File: src/rtl/wdt_map.svh
// Address, key, field and timing constants of the windowed watchdog.
`ifndef WDT_MAP_SVH
`define WDT_MAP_SVH

// Register address and values.
`define WDT_SERVICE_ADDR   16'hFF99
`define WDT_SERVICE_KEY    8'hAC
`define WDT_RESET_VAL_RUN  8'h9A
`define WDT_RESET_VAL_OFF  8'h1A
`define WDT_EXEMPT_BASE    16'hFB00

// Option byte field positions.
`define WDT_OPT_LOCK_BIT   0
`define WDT_OPT_SEL_LSB    1
`define WDT_OPT_SEL_MSB    3
`define WDT_OPT_RUN_BIT    4
`define WDT_OPT_SPAN_LSB   5
`define WDT_OPT_SPAN_MSB   6

// Overflow time is 2^(base + select) slow periods.
`define WDT_OVF_EXP_BASE   10
`define WDT_CNT_W          17

// Timing: system clock and nominal low-speed oscillator rate in Hz.
`define WDT_CLK_HZ         10000000
`define WDT_SLOW_OSC_HZ    240000
`define WDT_TICK_DIV       (`WDT_CLK_HZ / `WDT_SLOW_OSC_HZ)

`endif

File: src/rtl/wdt_pkg.sv
// Types shared by the windowed watchdog modules.
package wdt_pkg;

  // Option byte as latched at reset, bit 7 first.
  typedef struct packed {
    logic       spare;
    logic       open_span_b1;
    logic       open_span_b0;
    logic       watchdog_run_option;
    logic       overflow_select_b2;
    logic       overflow_select_b1;
    logic       overflow_select_b0;
    logic       slow_osc_lock_option;
  } wdt_option_t;

  // One CPU bus cycle as seen by the watchdog.
  typedef struct packed {
    logic        fetch;
    logic        rd;
    logic        wr;
    logic        bitop;
    logic [15:0] addr;
    logic [7:0]  wdata;
  } wdt_bus_t;

  // Legal memory area handed over by the memory-size logic.
  typedef struct packed {
    logic [15:0] code_top;
    logic [15:0] ram_bottom;
  } wdt_area_t;

  // Gray-coded watchdog sequence.
  typedef enum logic [1:0] {
    WDT_IDLE  = 2'b00,
    WDT_FIRST = 2'b01,
    WDT_ARMED = 2'b11,
    WDT_FIRED = 2'b10
  } wdt_state_t;

endpackage

File: src/rtl/wdt_top.sv
// Windowed watchdog timer with service register and access checking.
//
// Notes on behaviour
// Writing key ACH clears the counter and restarts counting from zero.
// Service register resets to 1AH when disabled, 9AH when enabled.
// Any write other than ACH requests an internal reset.
// Violations while the slow clock stops fire once it runs again.
// A single-bit manipulation of the service register causes a reset.
// Reads return 9AH or 1AH per the enable option, never the key.
// Option bit 4 enables counting and illegal-access detection from reset.
// Except the first service, writes in the closed window cause reset.
// Reaching the overflow time without a valid key causes reset.
// Fetch outside the configured memory area causes reset when enabled.
// Data access outside the area causes reset, FB00H-FFFFH exempt.
// First key write after reset clears the counter at any window time.
// A service just before the count overflows still clears it.
// Option bits 3..1 select overflow of 2^(10+n) slow periods.
// Option bits 6..5 open the final 25/50/75/100 percent of the period.
// Software never combines select zero with window code zero.
// Lock option 0 stops counting in halt and stop; 1 keeps counting.
// After halt or stop, counting resumes from the held count.
// Stopping the slow oscillator with lock option 0 freezes the count.
// Counting continues during self-programming and memory emulation.
// After a clear, overflow may shift by at most two slow periods.
// The counter advances on the low-speed oscillator rate only.
// A watchdog reset sets the reset-cause flag.
// Service writes pass into the slow timing before acting; reset is synchronous.
`timescale 1ns/1ps
`include "wdt_map.svh"
module wdt_top #(
  parameter int TICK_DIV = `WDT_TICK_DIV,
  parameter int CNT_W    = `WDT_CNT_W
) (
  input  wire logic               clk,          // 10 MHz system clock.
  input  wire logic               rst_n,        // Synchronous reset, low.
  input  wire wdt_pkg::wdt_option_t opt_byte,   // Option byte, latched.
  input  wire wdt_pkg::wdt_bus_t   bus,          // CPU bus cycle.
  input  wire wdt_pkg::wdt_area_t  area,         // Legal memory area.
  input  wire logic               halt_mode,    // CPU in halt mode.
  input  wire logic               stop_mode,    // CPU in stop mode.
  input  wire logic               slow_osc_stop_ctl, // Oscillator stop.
  input  wire logic               self_prog,    // Flash self-programming.
  output logic [7:0]              rdata,        // Service register read.
  output logic                    reset_req,    // Internal reset request.
  output logic                    watchdog_reset_cause_flag // Cause set.
);
  import wdt_pkg::*;

  wdt_option_t        opt;
  wdt_state_t         state;
  logic [CNT_W-1:0]   count;
  logic               clr_pend;
  logic               viol_pend;
  logic               slow_run;
  logic               tick;
  logic               area_bad;
  logic               enabled;
  logic               svc_hit;
  logic               key_ok;
  logic [2:0]         sel;
  logic [1:0]         span;
  logic [CNT_W:0]     limit;
  logic [CNT_W:0]     quarter;
  logic [CNT_W:0]     close_len;
  logic               closed;
  logic               at_last;
  logic [7:0]         reset_val;

  // Option byte is caught while reset is held, so it is stable after.
  always_ff @(posedge clk)
  begin
    if (!rst_n)
      opt <= opt_byte;
  end

  assign enabled   = opt.watchdog_run_option;
  assign reset_val = enabled ? `WDT_RESET_VAL_RUN
                             : `WDT_RESET_VAL_OFF;
  assign sel  = {opt.overflow_select_b2, opt.overflow_select_b1,
                 opt.overflow_select_b0};
  assign span = {opt.open_span_b1, opt.open_span_b0};

  // Overflow limit and closed length, both in slow periods.
  assign limit     = (CNT_W+1)'(1) << (`WDT_OVF_EXP_BASE + 32'(sel));
  assign quarter   = limit >> 2;
  assign close_len = limit - quarter * (CNT_W+1)'({1'b0, span} + 3'd1);
  assign closed    = ({1'b0, count} < close_len);
  assign at_last   = ({1'b0, count} == limit - (CNT_W+1)'(1));

  // Without the lock option, halt, stop or a software stop freeze
  // the slow clock; self-programming has no effect on it.
  assign slow_run = opt.slow_osc_lock_option ||
                    !(halt_mode || stop_mode || slow_osc_stop_ctl);

  // Slow-rate enable: the counter never advances on the CPU clock.
  wdt_tick #(
    .DIV (TICK_DIV)
  ) u_tick (
    .clk   (clk),
    .rst_n (rst_n),
    .run   (slow_run),
    .tick  (tick)
  );

  // Out-of-area fetch and data access detector.
  wdt_check u_check (
    .clk   (clk),
    .rst_n (rst_n),
    .arm   (enabled && state != WDT_IDLE),
    .bus   (bus),
    .area  (area),
    .bad   (area_bad)
  );

  assign svc_hit = bus.wr && (bus.addr == `WDT_SERVICE_ADDR);
  assign key_ok  = !bus.bitop && (bus.wdata == `WDT_SERVICE_KEY);

  // A valid key is held until the next slow tick applies it; this
  // resynchronisation costs up to two slow periods of accuracy. A new
  // write in the tick cycle wins over the consumption.
  always_ff @(posedge clk)
  begin
    if (!rst_n)
      clr_pend <= 1'b0;
    else if (svc_hit && key_ok && state == WDT_FIRST)
      clr_pend <= 1'b1;
    else if (svc_hit && key_ok && state == WDT_ARMED && !closed)
      clr_pend <= 1'b1;
    else if (tick)
      clr_pend <= 1'b0;
  end

  // Violations are held and only turn into a reset on a slow tick, so
  // a stopped oscillator delays them until it runs again.
  always_ff @(posedge clk)
  begin
    if (!rst_n)
      viol_pend <= 1'b0;
    else if (state == WDT_FIRST || state == WDT_ARMED)
    begin
      if (svc_hit && !key_ok)
        viol_pend <= 1'b1;
      else if (svc_hit && state == WDT_ARMED && closed)
        viol_pend <= 1'b1;
      else if (area_bad)
        viol_pend <= 1'b1;
    end
  end

  // Sequence: idle when disabled, first service pending, then armed.
  always_ff @(posedge clk)
  begin
    if (!rst_n)
      state <= WDT_IDLE;
    else
    begin
      unique case (state)
        WDT_IDLE:
          if (enabled)
            state <= WDT_FIRST;
        WDT_FIRST:
          if (tick && viol_pend)
            state <= WDT_FIRED;
          else if (tick && clr_pend)
            state <= WDT_ARMED;
          else if (tick && at_last)
            state <= WDT_FIRED;
        WDT_ARMED:
          if (tick && (viol_pend || (at_last && !clr_pend)))
            state <= WDT_FIRED;
        WDT_FIRED:
          state <= WDT_FIRED;
      endcase
    end
  end

  // Counter: cleared by an applied key, even at the last count; frozen
  // between ticks, so halt and stop with lock option 0 keep the held value.
  always_ff @(posedge clk)
  begin
    if (!rst_n)
      count <= '0;
    else if (tick && (state == WDT_FIRST || state == WDT_ARMED))
    begin
      if (clr_pend)
        count <= '0;
      else if (!at_last)
        count <= count + CNT_W'(1);
    end
  end

  // Reset request and cause flag hold until the chip reset takes hold.
  always_ff @(posedge clk)
  begin
    if (!rst_n)
    begin
      reset_req                 <= 1'b0;
      watchdog_reset_cause_flag <= 1'b0;
    end
    else if (state == WDT_FIRED)
    begin
      reset_req                 <= 1'b1;
      watchdog_reset_cause_flag <= 1'b1;
    end
  end

  // Reads always show the reset-time value, never the written key.
  always_ff @(posedge clk)
  begin
    if (!rst_n)
      rdata <= 8'h00;
    else if (bus.rd && bus.addr == `WDT_SERVICE_ADDR)
      rdata <= reset_val;
    else
      rdata <= 8'h00;
  end
endmodule // wdt_top

File: src/rtl/wdt_tick.sv
// Low-speed oscillator stand-in: an enable pulse once per slow period.
`timescale 1ns/1ps
`include "wdt_map.svh"
module wdt_tick #(
  parameter int DIV = `WDT_TICK_DIV
) (
  input  wire logic clk,   // System clock.
  input  wire logic rst_n, // Synchronous reset, active low.
  input  wire logic run,   // Oscillator running.
  output logic      tick   // One-cycle pulse per slow period.
);
  logic [15:0] div_cnt;

  // A stopped oscillator holds its phase, so no tick is lost or gained.
  always_ff @(posedge clk)
  begin
    if (!rst_n)
    begin
      div_cnt <= 16'h0000;
      tick    <= 1'b0;
    end
    else if (run)
    begin
      tick    <= (div_cnt == 16'(DIV - 1));
      div_cnt <= (div_cnt == 16'(DIV - 1)) ? 16'h0000 : div_cnt + 16'h0001;
    end
    else
    begin
      tick <= 1'b0;
    end
  end
endmodule // wdt_tick

File: src/rtl/wdt_check.sv
// Illegal fetch and data access detector against the legal area.
`timescale 1ns/1ps
`include "wdt_map.svh"
module wdt_check (
  input  wire logic              clk,   // System clock.
  input  wire logic              rst_n, // Synchronous reset, active low.
  input  wire logic              arm,   // Detection enabled.
  input  wire wdt_pkg::wdt_bus_t  bus,   // CPU bus cycle.
  input  wire wdt_pkg::wdt_area_t area,  // Legal area bounds.
  output logic                   bad    // One-cycle pulse on violation.
);
  import wdt_pkg::*;

  logic in_area;
  logic exempt;

  // Legal area is code below code_top plus RAM from ram_bottom upward.
  assign in_area = (bus.addr < area.code_top) ||
                   (bus.addr >= area.ram_bottom);
  assign exempt  = (bus.addr >= `WDT_EXEMPT_BASE);

  // Fetches get no exemption; data accesses spare the top block.
  always_ff @(posedge clk)
  begin
    if (!rst_n)
      bad <= 1'b0;
    else
      bad <= arm && !in_area &&
             (bus.fetch || ((bus.rd || bus.wr) && !exempt));
  end
endmodule // wdt_check

File: config.mk
export PLATFORM = sky130hd
export DESIGN_NAME = wdt_top
export DESIGN_NICKNAME = d
export VERILOG_FILES = /design/src/rtl/wdt_pkg.sv /design/src/rtl/wdt_top.sv /design/src/rtl/wdt_tick.sv /design/src/rtl/wdt_check.sv
export VERILOG_INCLUDE_DIRS = /design/src /design/src/rtl
export SDC_FILE = /design/constraint.sdc
export NUM_CORES = 1
export LEC_CHECK = 0
export BUFFER_PORTS_ARGS = -buffer_cell sky130_fd_sc_hd__buf_2
export CAP_MARGIN = 15
export CORE_MARGIN = 3
export CORE_UTILIZATION = 53
export DETAILED_ROUTE_END_ITERATION = 7
export PLACE_DENSITY = 0.78
export SLEW_MARGIN = 20
export SYNTH_ARGS = -nofsm -noshare
export SYNTH_HDL_FRONTEND = slang
export SYNTH_SLANG_ARGS = --single-unit
File: constraint.sdc
create_clock -name clk -period 5.8 [get_ports clk]
set_clock_uncertainty 0.2 [all_clocks]
set_input_delay 1.45 -clock clk [delete_from_list [all_inputs] [get_ports clk]]
set_output_delay 1.45 -clock clk [all_outputs]
set_load 0.02 [all_outputs]
==> flow_summary_export.csv, run 1 <==
group,metric,value,unit
status,status,"finished, final reports clean",
global_routing,grt_pass1_vias,4909,
die,row_count,36,
drt,vias,5063,
worst_hold_path,holdPathStages,2,
die,pin_count,84,
finish,seq_area,1050,sq um
sta,finalSetupViolCount,0,
drt,drt_iter0_drc,240,
cts,cts_root_buffer,"clkbuf_8",
finish,multi_input_area,4250,sq um
logic_synthesis,syn_inst,676,
placed_design,routabilityCongestion,0.857,
cts,cts_tree,"yes",
cts,numCtsBuffers,5,
setup_path,worstPathRequired,5810,ps
global_routing,overflow,0,
logic_synthesis,ys_seq_area_frac,0.189,
finish,area_growth,14.0,%
cts,clock_latency,300,ps
sta,setup_ws,288,ps
logic_synthesis,synth.distinct_cells,60,
finish,n_antenna_cell,0,
die,die_w,108,microns
finish,utilization,0.634,
setup_path,cp_data_arrival_time,5530,ps
drt,wirelength,12100,microns
cts,clock_path_buffers,2,
sta,tightest_slew,534,ps
cts,cts_hold_buf,0,
sta,slew_headroom,0.641,
setup_path,critPathKind,"flop to flop",
global_routing,grt_pass1_wl,20500,microns
placed_design,io_buffers,77,
logic_synthesis,yosys_warnings,0,
sta,hold_violations,0,
finish,final_nets,959,
sta,post-route-min-period,5510,ps
finish,fillers,872,
sta,min_period_over_period,0.950,
finish,layout_common_cells,"buf_2, ha_1, inv_1",
die,dieArea,11800,sq um
logic_synthesis,syn_area_per_cell,8.23,sq um
drt,route.detailed.drc,0,
die,core_area,10000,sq um
logic_synthesis,syn-cell-area,5560,sq um
die,die_h,108,microns
global_routing,track_usage,0.209,
cts,clk_pin_slew,100,ps
logic_synthesis,ys_ff_latch,49,
cts,h-tree-depth,2,
sta,fmax,0.181,GHz
placed_design,post-place-ws,74.6,ps
setup_path,crit_fanout,7,
drt,dr.pass1.iters,4,
power,leakage,2.83,nW
setup_path,rr_worst_depth,20,
worst_hold_path,hold_class,"flop to flop",
global_routing,antenna_found_initial,0,
logic_synthesis,synth-edff-count,7,
drt,viasPerCell,5.55,
power,power_density,202,nW/um^2
logic_synthesis,synth_ff_type,"dfxtp_1",
cts,cts_sinks,49,
power,vdd_ir_drop_max,0.162,mV
drt,routedWlPerCell,13.3,microns
die,initial_core_util,0.556,
finish,drive_above_1_share,0.158,
sta,slew_viol_final,0,
setup_path,cp-end-kind,"flop",
global_routing,grt_max_degree,30,
job,maxCapViolCount,0,
drt,ant_nets,0,
placed_design,dp_hpwl,10100,microns
setup_path,cp-start-kind,"flop",
finish,layout_commonest_cell,"buf_2",
logic_synthesis,async_flop_share,0,
[state kept, by name (all words and copies together) (netlist names)]
| name | flops |
|---|---|
| count | 17 |
| rdata | 2 |
| state | 2 |
| opt | 6 |
| enabled | 1 |
| u_check.bad | 1 |
| viol_pend | 1 |
| u_tick.tick | 1 |
| watchdog_reset_cause_flag | 1 |
| clr_pend | 1 |
| u_tick.div_cnt | 16 |
[metal layers]
metal	vias to the layer above	GRT usage	wire [microns]	part of all wire
met5	-	0	0	0
met1	2381	0.263	5230	0.43
li1	2559	-	-	-
met4	0	0.0451	133	0.011
met2	107	0.382	6260	0.52
met3	16	0.0233	477	0.039
[worst max-delay path, cell delays in order (launching register included)]
cell,delay (ps)
edfxtp_1,420
inv_1,90
ha_1,320
or2_4,280
or3_1,380
fa_1,520
fa_1,420
ha_1,330
a21o_1,180
a21oi_2,180
nand2_1,70
o21ba_2,210
nor4_1,190
a311oi_1,90
ha_1,310
nand4_1,100
or4_1,550
a21oi_2,150
a2111o_1,170
a211oi_1,80
o31ai_1,170
[cell families (layout without fill, tap and decap cells)]
group,Yosys count,after routing,share of synthesized area
AO/OA/AOI/OAI,131,131,0.151
adder cells (fa/ha/maj),106,106,0.278
multiplexers,3,3,0.00540
buffers and inverters,97,173,0.0745
XOR/XNOR,37,37,0.0583
AND/OR/NAND/NOR,251,251,0.243
flip-flops,49,49,0.189
other,2,30,0.00135
[repair_timing]
action                     CTS  global route
resized for setup            0            13
buffers inserted             0             3
setup endpoints to repair    0             2
[synthesized netlist by cell type, types with 8 or more instances]
master,n,area (sq um)
ha_1,77,963
inv_1,70,263
nand2_1,49,184
nor2_1,49,184
a21oi_1,48,240
dfxtp_1,42,841
fa_1,29,581
nand3_1,27,135
xnor2_1,20,175
nand4_1,17,106
nor3_1,17,85.1
xor2_1,17,149
o21ai_0,16,80.1
or3_1,15,93.8
nand2b_1,14,87.6
a21o_1,13,97.6
clkbuf_1,12,45.0
o21ai_1,9,45.0
o31ai_1,9,67.6
or4_1,9,67.6
buf_4,8,60.1
[layout make-up]
cell class,count,area share
Multi-Input combinational cell,558,0.671
Sequential cell,49,0.166
Clock inverter,2,0.00197
Inverter,71,0.0420
Timing Repair Buffer,94,0.0819
Tap cell,133,0.0262
Clock buffer,6,0.0114
[where the power goes]
part | leakage, nW | internal (mW) | total (mW) | switching (mW)
Combinational | 2.37 | 0.319 | 0.712 | 0.393
Sequential | 0.408 | 0.354 | 0.365 | 0.0108
Clock | 0.0461 | 0.0859 | 0.201 | 0.115
[final timing paths]
| path | startpoint | end | slack, ps |
|---|---|---|---|
| setup / recovery | opt[2]$_DFFE_PN_ | clr_pend$_SDFFE_PN0P_ | 290 |
| hold / removal | count[0]$_SDFFE_PN0P_ | count[0]$_SDFFE_PN0P_ | 320 |
| setup reg to reg | opt[2]$_DFFE_PN_ | clr_pend$_SDFFE_PN0P_ | 290 |
| hold reg to reg | count[0]$_SDFFE_PN0P_ | count[0]$_SDFFE_PN0P_ | 320 |
[through the flow]
| stage | cell area [sq um] | std cells | TNS, ps | hold slack (ps) | total power [mW] |
|---|---|---|---|---|---|
| 2_1_floorplan | 5670 | 704 | 0 | 273 | 0.898 |
| 3_3_place_gp | 6180 | 901 | 0 | 279 | 1.02 |
| 3_5_place_dp | 6180 | 901 | 0 | 291 | 1.04 |
| 4_1_cts | 6270 | 909 | 0 | 320 | 1.24 |
| 5_1_grt | 6340 | 913 | -31.2 | 333 | 1.39 |
| 6_report | 6340 | 913 | 0 | 321 | 1.28 |
No activity file was read; power rests on OpenSTA's default activity.
==> run 2, diff against run 1 <==
Settings changed: REMOVE_ABC_BUFFERS from default to 1.
==> run 2 against run 1 <==
- final area increased by 0.63%
- register-to-register slack lost 40 ps
- first-iteration DRC count up 37%
- power rose by 3.4%
- cell count increased by 0.11%
- count of clock-buffer cells in the layout is 2 higher
- critical path type unchanged
- highest routed layer unchanged
==> flow_summary_export.csv, run 2 (synthesis results as in run 1) <==
group,metric,value,unit
setup_path,cp-start-kind,"flop",
die,core_area,10000,sq um
sta,slew_headroom,0.637,
drt,ant_nets,0,
drt,route.detailed.drc,0,
placed_design,io_buffers,77,
setup_path,path_buf_inv,2,
sta,min_period_over_period,0.957,
finish,stdcell_area,6380,sq um
drt,vias,5088,
global_routing,overflow,0,
sta,finalSetupViolCount,0,
setup_path,r2r_slack,250,ps
cts,clk_pin_slew,90,ps
finish,fillers,872,
finish,drive_above_1_share,0.159,
worst_hold_path,hold_class,"flop to flop",
power,power_density,207,nW/um^2
worst_hold_path,hold-path-endpoint,"watchdog_reset_cause_flag$_SDFFE_PN0P_",
cts,clock_latency,310,ps
finish,layout_common_cells,"buf_2, ha_1, inv_1",
sta,rsz0062_at_grt,"false",
finish,largest_register,"count",
global_routing,track_usage,0.206,
die,row_count,36,
finish,area_growth,14.8,%
finish,largest_reg_flops,17,
sta,setup_tns,0,ps
setup_path,cp_cell_sequence,"inv_2 > ha_1 > or2_4 > or3_1 > fa_1 > fa_1 > ha_4 > a21o_1 > a21oi_2 > nand2_1 > o21ba_2 > a311oi_1 > ha_1 > buf_4 > a21o_1 > a2111o_1 > a2111o_1 > nand3_1",
setup_path,critical-path-top-delay-family,"adder cells",
placed_design,dpl_cell_area,6180,sq um
die,dieArea,11800,sq um
setup_path,critPathKind,"flop to flop",
placed_design,dp_hpwl,9950,microns
setup_path,worstPathRequired,5840,ps
die,initial_core_util,0.556,
global_routing,grt_max_degree,30,
sta,fmax,0.180,GHz
cts,cts_root_buffer,"clkbuf_8",
placed_design,routabilityCongestion,0.860,
power,vdd_ir_drop_max,0.176,mV
global_routing,antenna_found_initial,0,
worst_hold_path,worstHoldStart,"watchdog_reset_cause_flag$_SDFFE_PN0P_",
status,status,"finished, final reports clean",
drt,drt_iter0_drc,329,
die,pin_count,84,
sta,hold_violations,0,
cts,cts_sinks,49,
setup_path,cp-end-kind,"flop",
cts,cts_tree,"yes",
drt,viasPerCell,5.57,
setup_path,crit_slowest_cell,"fa_1",
drt,routedWlPerCell,13.4,microns
cts,cts_hold_buf,0,
finish,final_nets,960,
cts,numCtsBuffers,5,
sta,slew_viol_final,0,
worst_hold_path,holdPathStages,2,
finish,reg_top3,"count: 17 flops, u_tick.div_cnt: 16 flops, opt: 6 flops",
finish,n_antenna_cell,0,
finish,layout_commonest_cell,"buf_2",
sta,post-route-min-period,5550,ps
setup_path,crit_fanout,7,
die,die_w,108,microns
setup_path,rr_startpoint,"opt[3]$_DFFE_PN_",
power,leakage,2.84,nW
die,die_h,108,microns
cts,clock_path_buffers,2,
sta,tightest_slew,542,ps
setup_path,rr_worst_depth,18,
drt,wirelength,12300,microns
cts,h-tree-depth,2,
setup_path,slowest_delay,610,ps
power,p_total,1.32,mW
drt,dr.pass1.iters,5,
setup_path,reg2reg_to,"viol_pend$_SDFFE_PN0P_",
global_routing,grt_pass1_vias,4910,
job,maxCapViolCount,0,
setup_path,cp_data_arrival_time,5590,ps
global_routing,grt_pass1_wl,20400,microns
-- run 2: changes by cell type in the layout (fill, tap and decap cells not counted), sizes merged --
cell,before,now
clkbuf,7,9
inv,73,71
buf,93,94
-- run 2: metal layers --
layer  GRT usage  wire [microns]  share of wire
met5           0               0              0
met4      0.0613             208          0.017
met3      0.0263             553          0.045
met2       0.377            6180           0.50
met1       0.252            5310           0.43
-- run 2: layout make-up --
type	instances	area (sq um)	share of cell area
multi-input cells	558	4260	0.668
flip-flops and latches	49	1050	0.165
repair buffers	95	527	0.0825
inverters	71	267	0.0418
well taps	133	166	0.0261
clock buffers	8	111	0.0174
-- run 2: per-stage QoR --
stage                     cells  setup WS (ps)  hold slack [ps]   util
after detailed placement    901           4.82              290  0.618
after floorplan             678           79.5              273      -
after global placement      901            126              280  0.618
after global routing        914           12.8              346  0.638
after CTS                   909           68.5              313  0.629
final                       914            251              313  0.638
-- run 2: power by group --
group          internal, mW  switching, mW  total [mW]
Clock                 0.123          0.115       0.239
Sequential            0.354         0.0110       0.365
Combinational         0.329          0.388       0.717
-- run 2: worst max path at each step --
stage                          start                endpoint  slack, ps  cells after the start
floorplan           opt[2]$_DFFE_PN_  viol_pend$_SDFFE_PN0P_         80                     19
detailed placement  opt[3]$_DFFE_PN_   clr_pend$_SDFFE_PN0P_          5                     21
CTS                 opt[3]$_DFFE_PN_  viol_pend$_SDFFE_PN0P_         70                     20
global route        opt[3]$_DFFE_PN_  viol_pend$_SDFFE_PN0P_         10                     20
finish              opt[3]$_DFFE_PN_  viol_pend$_SDFFE_PN0P_        250                     18
global placement    opt[3]$_DFFE_PN_   clr_pend$_SDFFE_PN0P_        130                     21
-- run 2: what timing repair did --
action,in CTS,in global routing
setup buffers,0,4
gates resized for setup,1,11
setup endpoints to repair,1,2
pin swaps,0,3
-- run 2: worst reg2reg max path, stage by stage (launching register included) --
cell      delay, ps
edfxtp_1        480
inv_2           130
ha_1            250
or2_4           290
or3_1           380
fa_1            480
fa_1            610
ha_4            230
a21o_1          170
a21oi_2         180
nand2_1          70
o21ba_2         210
a311oi_1        320
ha_1            300
buf_4           140
a21o_1          150
a2111o_1        450
a2111o_1        380
nand3_1          80
==> run 3, diff against run 2 <==
Settings changed: CORE_UTILIZATION 53 to 59, PLACE_DENSITY 0.78 to 0.82.
Clock period 5.8 ns to 6.3 ns, I/O delays scaled along.
==> run 3 against run 2 <==
- sequential cell count stayed put
- final area is 2.8% lower
- wire length is 1.6% lower
- largest power group unchanged
- worst setup slack better by 200 ps
- power is 10% lower
==> flow_summary_export.csv, run 3 (synthesis results as in run 1) <==
group,metric,value,unit
status,status,"finished, final reports clean",
finish,fillers,714,
cts,cts_tree,"yes",
setup_path,rr_startpoint,"opt[3]$_DFFE_PN_",
die,die_h,103,microns
die,core_area,8930,sq um
setup_path,slowest_delay,540,ps
finish,reg_top3,"count: 17 flops, u_tick.div_cnt: 16 flops, opt: 6 flops",
finish,seq_area,1050,sq um
setup_path,cp_data_arrival_time,5870,ps
setup_path,path_buf_inv,2,
die,dieArea,10600,sq um
cts,clock_path_buffers,2,
drt,vias,4960,
finish,layout_common_cells,"buf_2, ha_1, inv_1",
cts,clk_pin_slew,100,ps
global_routing,grt_max_degree,30,
job,maxCapViolCount,0,
setup_path,crit_slowest_cell,"fa_1",
drt,ant_nets,0,
cts,h-tree-depth,2,
finish,utilization,0.694,
finish,multi_input_area,4220,sq um
sta,min_period_over_period,0.929,
setup_path,r2r_slack,450,ps
cts,numCtsBuffers,5,
global_routing,grt_pass1_vias,4854,
finish,final_nets,946,
drt,routedWlPerCell,13.8,microns
cts,clock_latency,310,ps
setup_path,critPathKind,"flop to flop",
setup_path,reg2reg_to,"clr_pend$_SDFFE_PN0P_",
global_routing,antenna_found_initial,0,
sta,hold_violations,0,
placed_design,routabilityCongestion,0.829,
global_routing,track_usage,0.230,
global_routing,overflow,0,
cts,cts_sinks,49,
sta,slew_headroom,0.533,
drt,viasPerCell,5.67,
sta,slew_viol_final,0,
placed_design,dp_hpwl,9780,microns
power,vdd_ir_drop_max,0.183,mV
placed_design,io_buffers,77,
placed_design,post-place-ws,372,ps
finish,area_growth,11.5,%
drt,drt_iter0_drc,212,
global_routing,grt_pass1_wl,20500,microns
finish,largest_register,"count",
drt,wirelength,12100,microns
worst_hold_path,hold-path-endpoint,"count[9]$_SDFFE_PN0P_",
finish,largest_reg_flops,17,
placed_design,dpl_cell_area,6070,sq um
setup_path,critical-path-top-delay-family,"adder cells",
die,row_count,34,
die,pin_count,84,
sta,tightest_slew,695,ps
worst_hold_path,holdPathStages,2,
die,die_w,103,microns
sta,rsz0062_at_grt,"false",
power,leakage,2.76,nW
die,initial_core_util,0.623,
finish,stdcell_area,6200,sq um
setup_path,worstPathRequired,6320,ps
setup_path,rr_worst_depth,22,
finish,n_antenna_cell,0,
finish,drive_above_1_share,0.134,
sta,finalSetupViolCount,0,
sta,fmax,0.171,GHz
setup_path,crit_fanout,8,
sta,post-route-min-period,5850,ps
finish,layout_commonest_cell,"buf_2",
setup_path,cp_cell_sequence,"inv_1 > ha_1 > or2_4 > nor3_1 > buf_4 > nand2_1 > fa_1 > fa_1 > ha_2 > a21o_1 > a21oi_1 > nand2_1 > o21ba_2 > nor4_1 > a311oi_1 > ha_1 > nand4_1 > or4_1 > a21oi_1 > a2111o_1 > a211oi_1 > o31ai_1",
sta,setup_ws,446,ps
setup_path,cp-end-kind,"flop",
drt,route.detailed.drc,0,
worst_hold_path,hold_class,"flop to flop",
setup_path,cp-start-kind,"flop",
worst_hold_path,worstHoldStart,"count[9]$_SDFFE_PN0P_",
sta,setup_tns,0,ps
power,power_density,191,nW/um^2
cts,cts_root_buffer,"clkbuf_8",
drt,dr.pass1.iters,4,
cts,postCtsSetupBuffers,0,
## run 3: cell count changes in the layout (fill, tap and decap cells not counted), sizes merged
cell	delta
buf	-13
bufinv	+1
clkbuf	-4
clkinv	+1
clkinvlp	+1
## run 3: worst max-delay path by stage
| stage | start | end | slack, ps | cells past startpoint |
|---|---|---|---|---|
| 2_1_floorplan | opt[2]$_DFFE_PN_ | viol_pend$_SDFFE_PN0P_ | 580 | 19 |
| 3_3_place_gp | opt[3]$_DFFE_PN_ | clr_pend$_SDFFE_PN0P_ | 470 | 22 |
| 3_5_place_dp | opt[3]$_DFFE_PN_ | clr_pend$_SDFFE_PN0P_ | 370 | 22 |
| 4_1_cts | opt[3]$_DFFE_PN_ | clr_pend$_SDFFE_PN0P_ | 350 | 22 |
| 5_1_grt | opt[3]$_DFFE_PN_ | clr_pend$_SDFFE_PN0P_ | 60 | 22 |
| 6_report | opt[3]$_DFFE_PN_ | clr_pend$_SDFFE_PN0P_ | 450 | 22 |
## run 3: worst register-to-register path: stages, from the launching register on
cell and delay (ps):
edfxtp_1 470, inv_1 160, ha_1 320, or2_4 300, nor3_1 140, buf_4 170
nand2_1 80, fa_1 500, fa_1 540, ha_2 320, a21o_1 180, a21oi_1 220
nand2_1 80, o21ba_2 210, nor4_1 190, a311oi_1 100, ha_1 320, nand4_1 110
or4_1 530, a21oi_1 200, a2111o_1 180, a211oi_1 80, o31ai_1 170
## run 3: cell type report
type                       count  area share
multi-input combinational    558       0.680
sequential                    49       0.169
timing repair buffer          81      0.0676
inverter                      71      0.0430
tap                          108      0.0218
clock buffer                   5      0.0111
clock inverter                 3     0.00666
## run 3: timing repair
action | 4_1_cts | 5_1_grt
hold buffers | 0 | 0
endpoints found under the setup margin | 0 | 2
gates resized for setup | 0 | 4
## run 3: power by group
part,leakage [nW],internal [mW],total [mW],switching (mW)
Sequential,0.408,0.326,0.337,0.0109
Clock,0.0518,0.117,0.225,0.108
Combinational,2.30,0.275,0.621,0.346
## run 3: routing by layer
| layer | wire length [microns] | vias to the layer above | global-route usage | part of all wire |
|---|---|---|---|---|
| met2 | 6120 | 88 | 0.422 | 0.51 |
| met3 | 395 | 8 | 0.0359 | 0.033 |
| met5 | 0 | - | 0 | 0 |
| met4 | 59 | 0 | 0.0408 | 0.0049 |
| li1 | - | 2537 | - | - |
| met1 | 5490 | 2327 | 0.288 | 0.45 |
## run 3: through the flow
stage                     hold WS (ps)  power, mW  std cells
after floorplan                    273      0.819        678
after global placement             292      0.921        866
after detailed placement           290      0.941        866
after CTS                          336       1.17        874
after global routing               355       1.29        875
final                              333       1.18        875
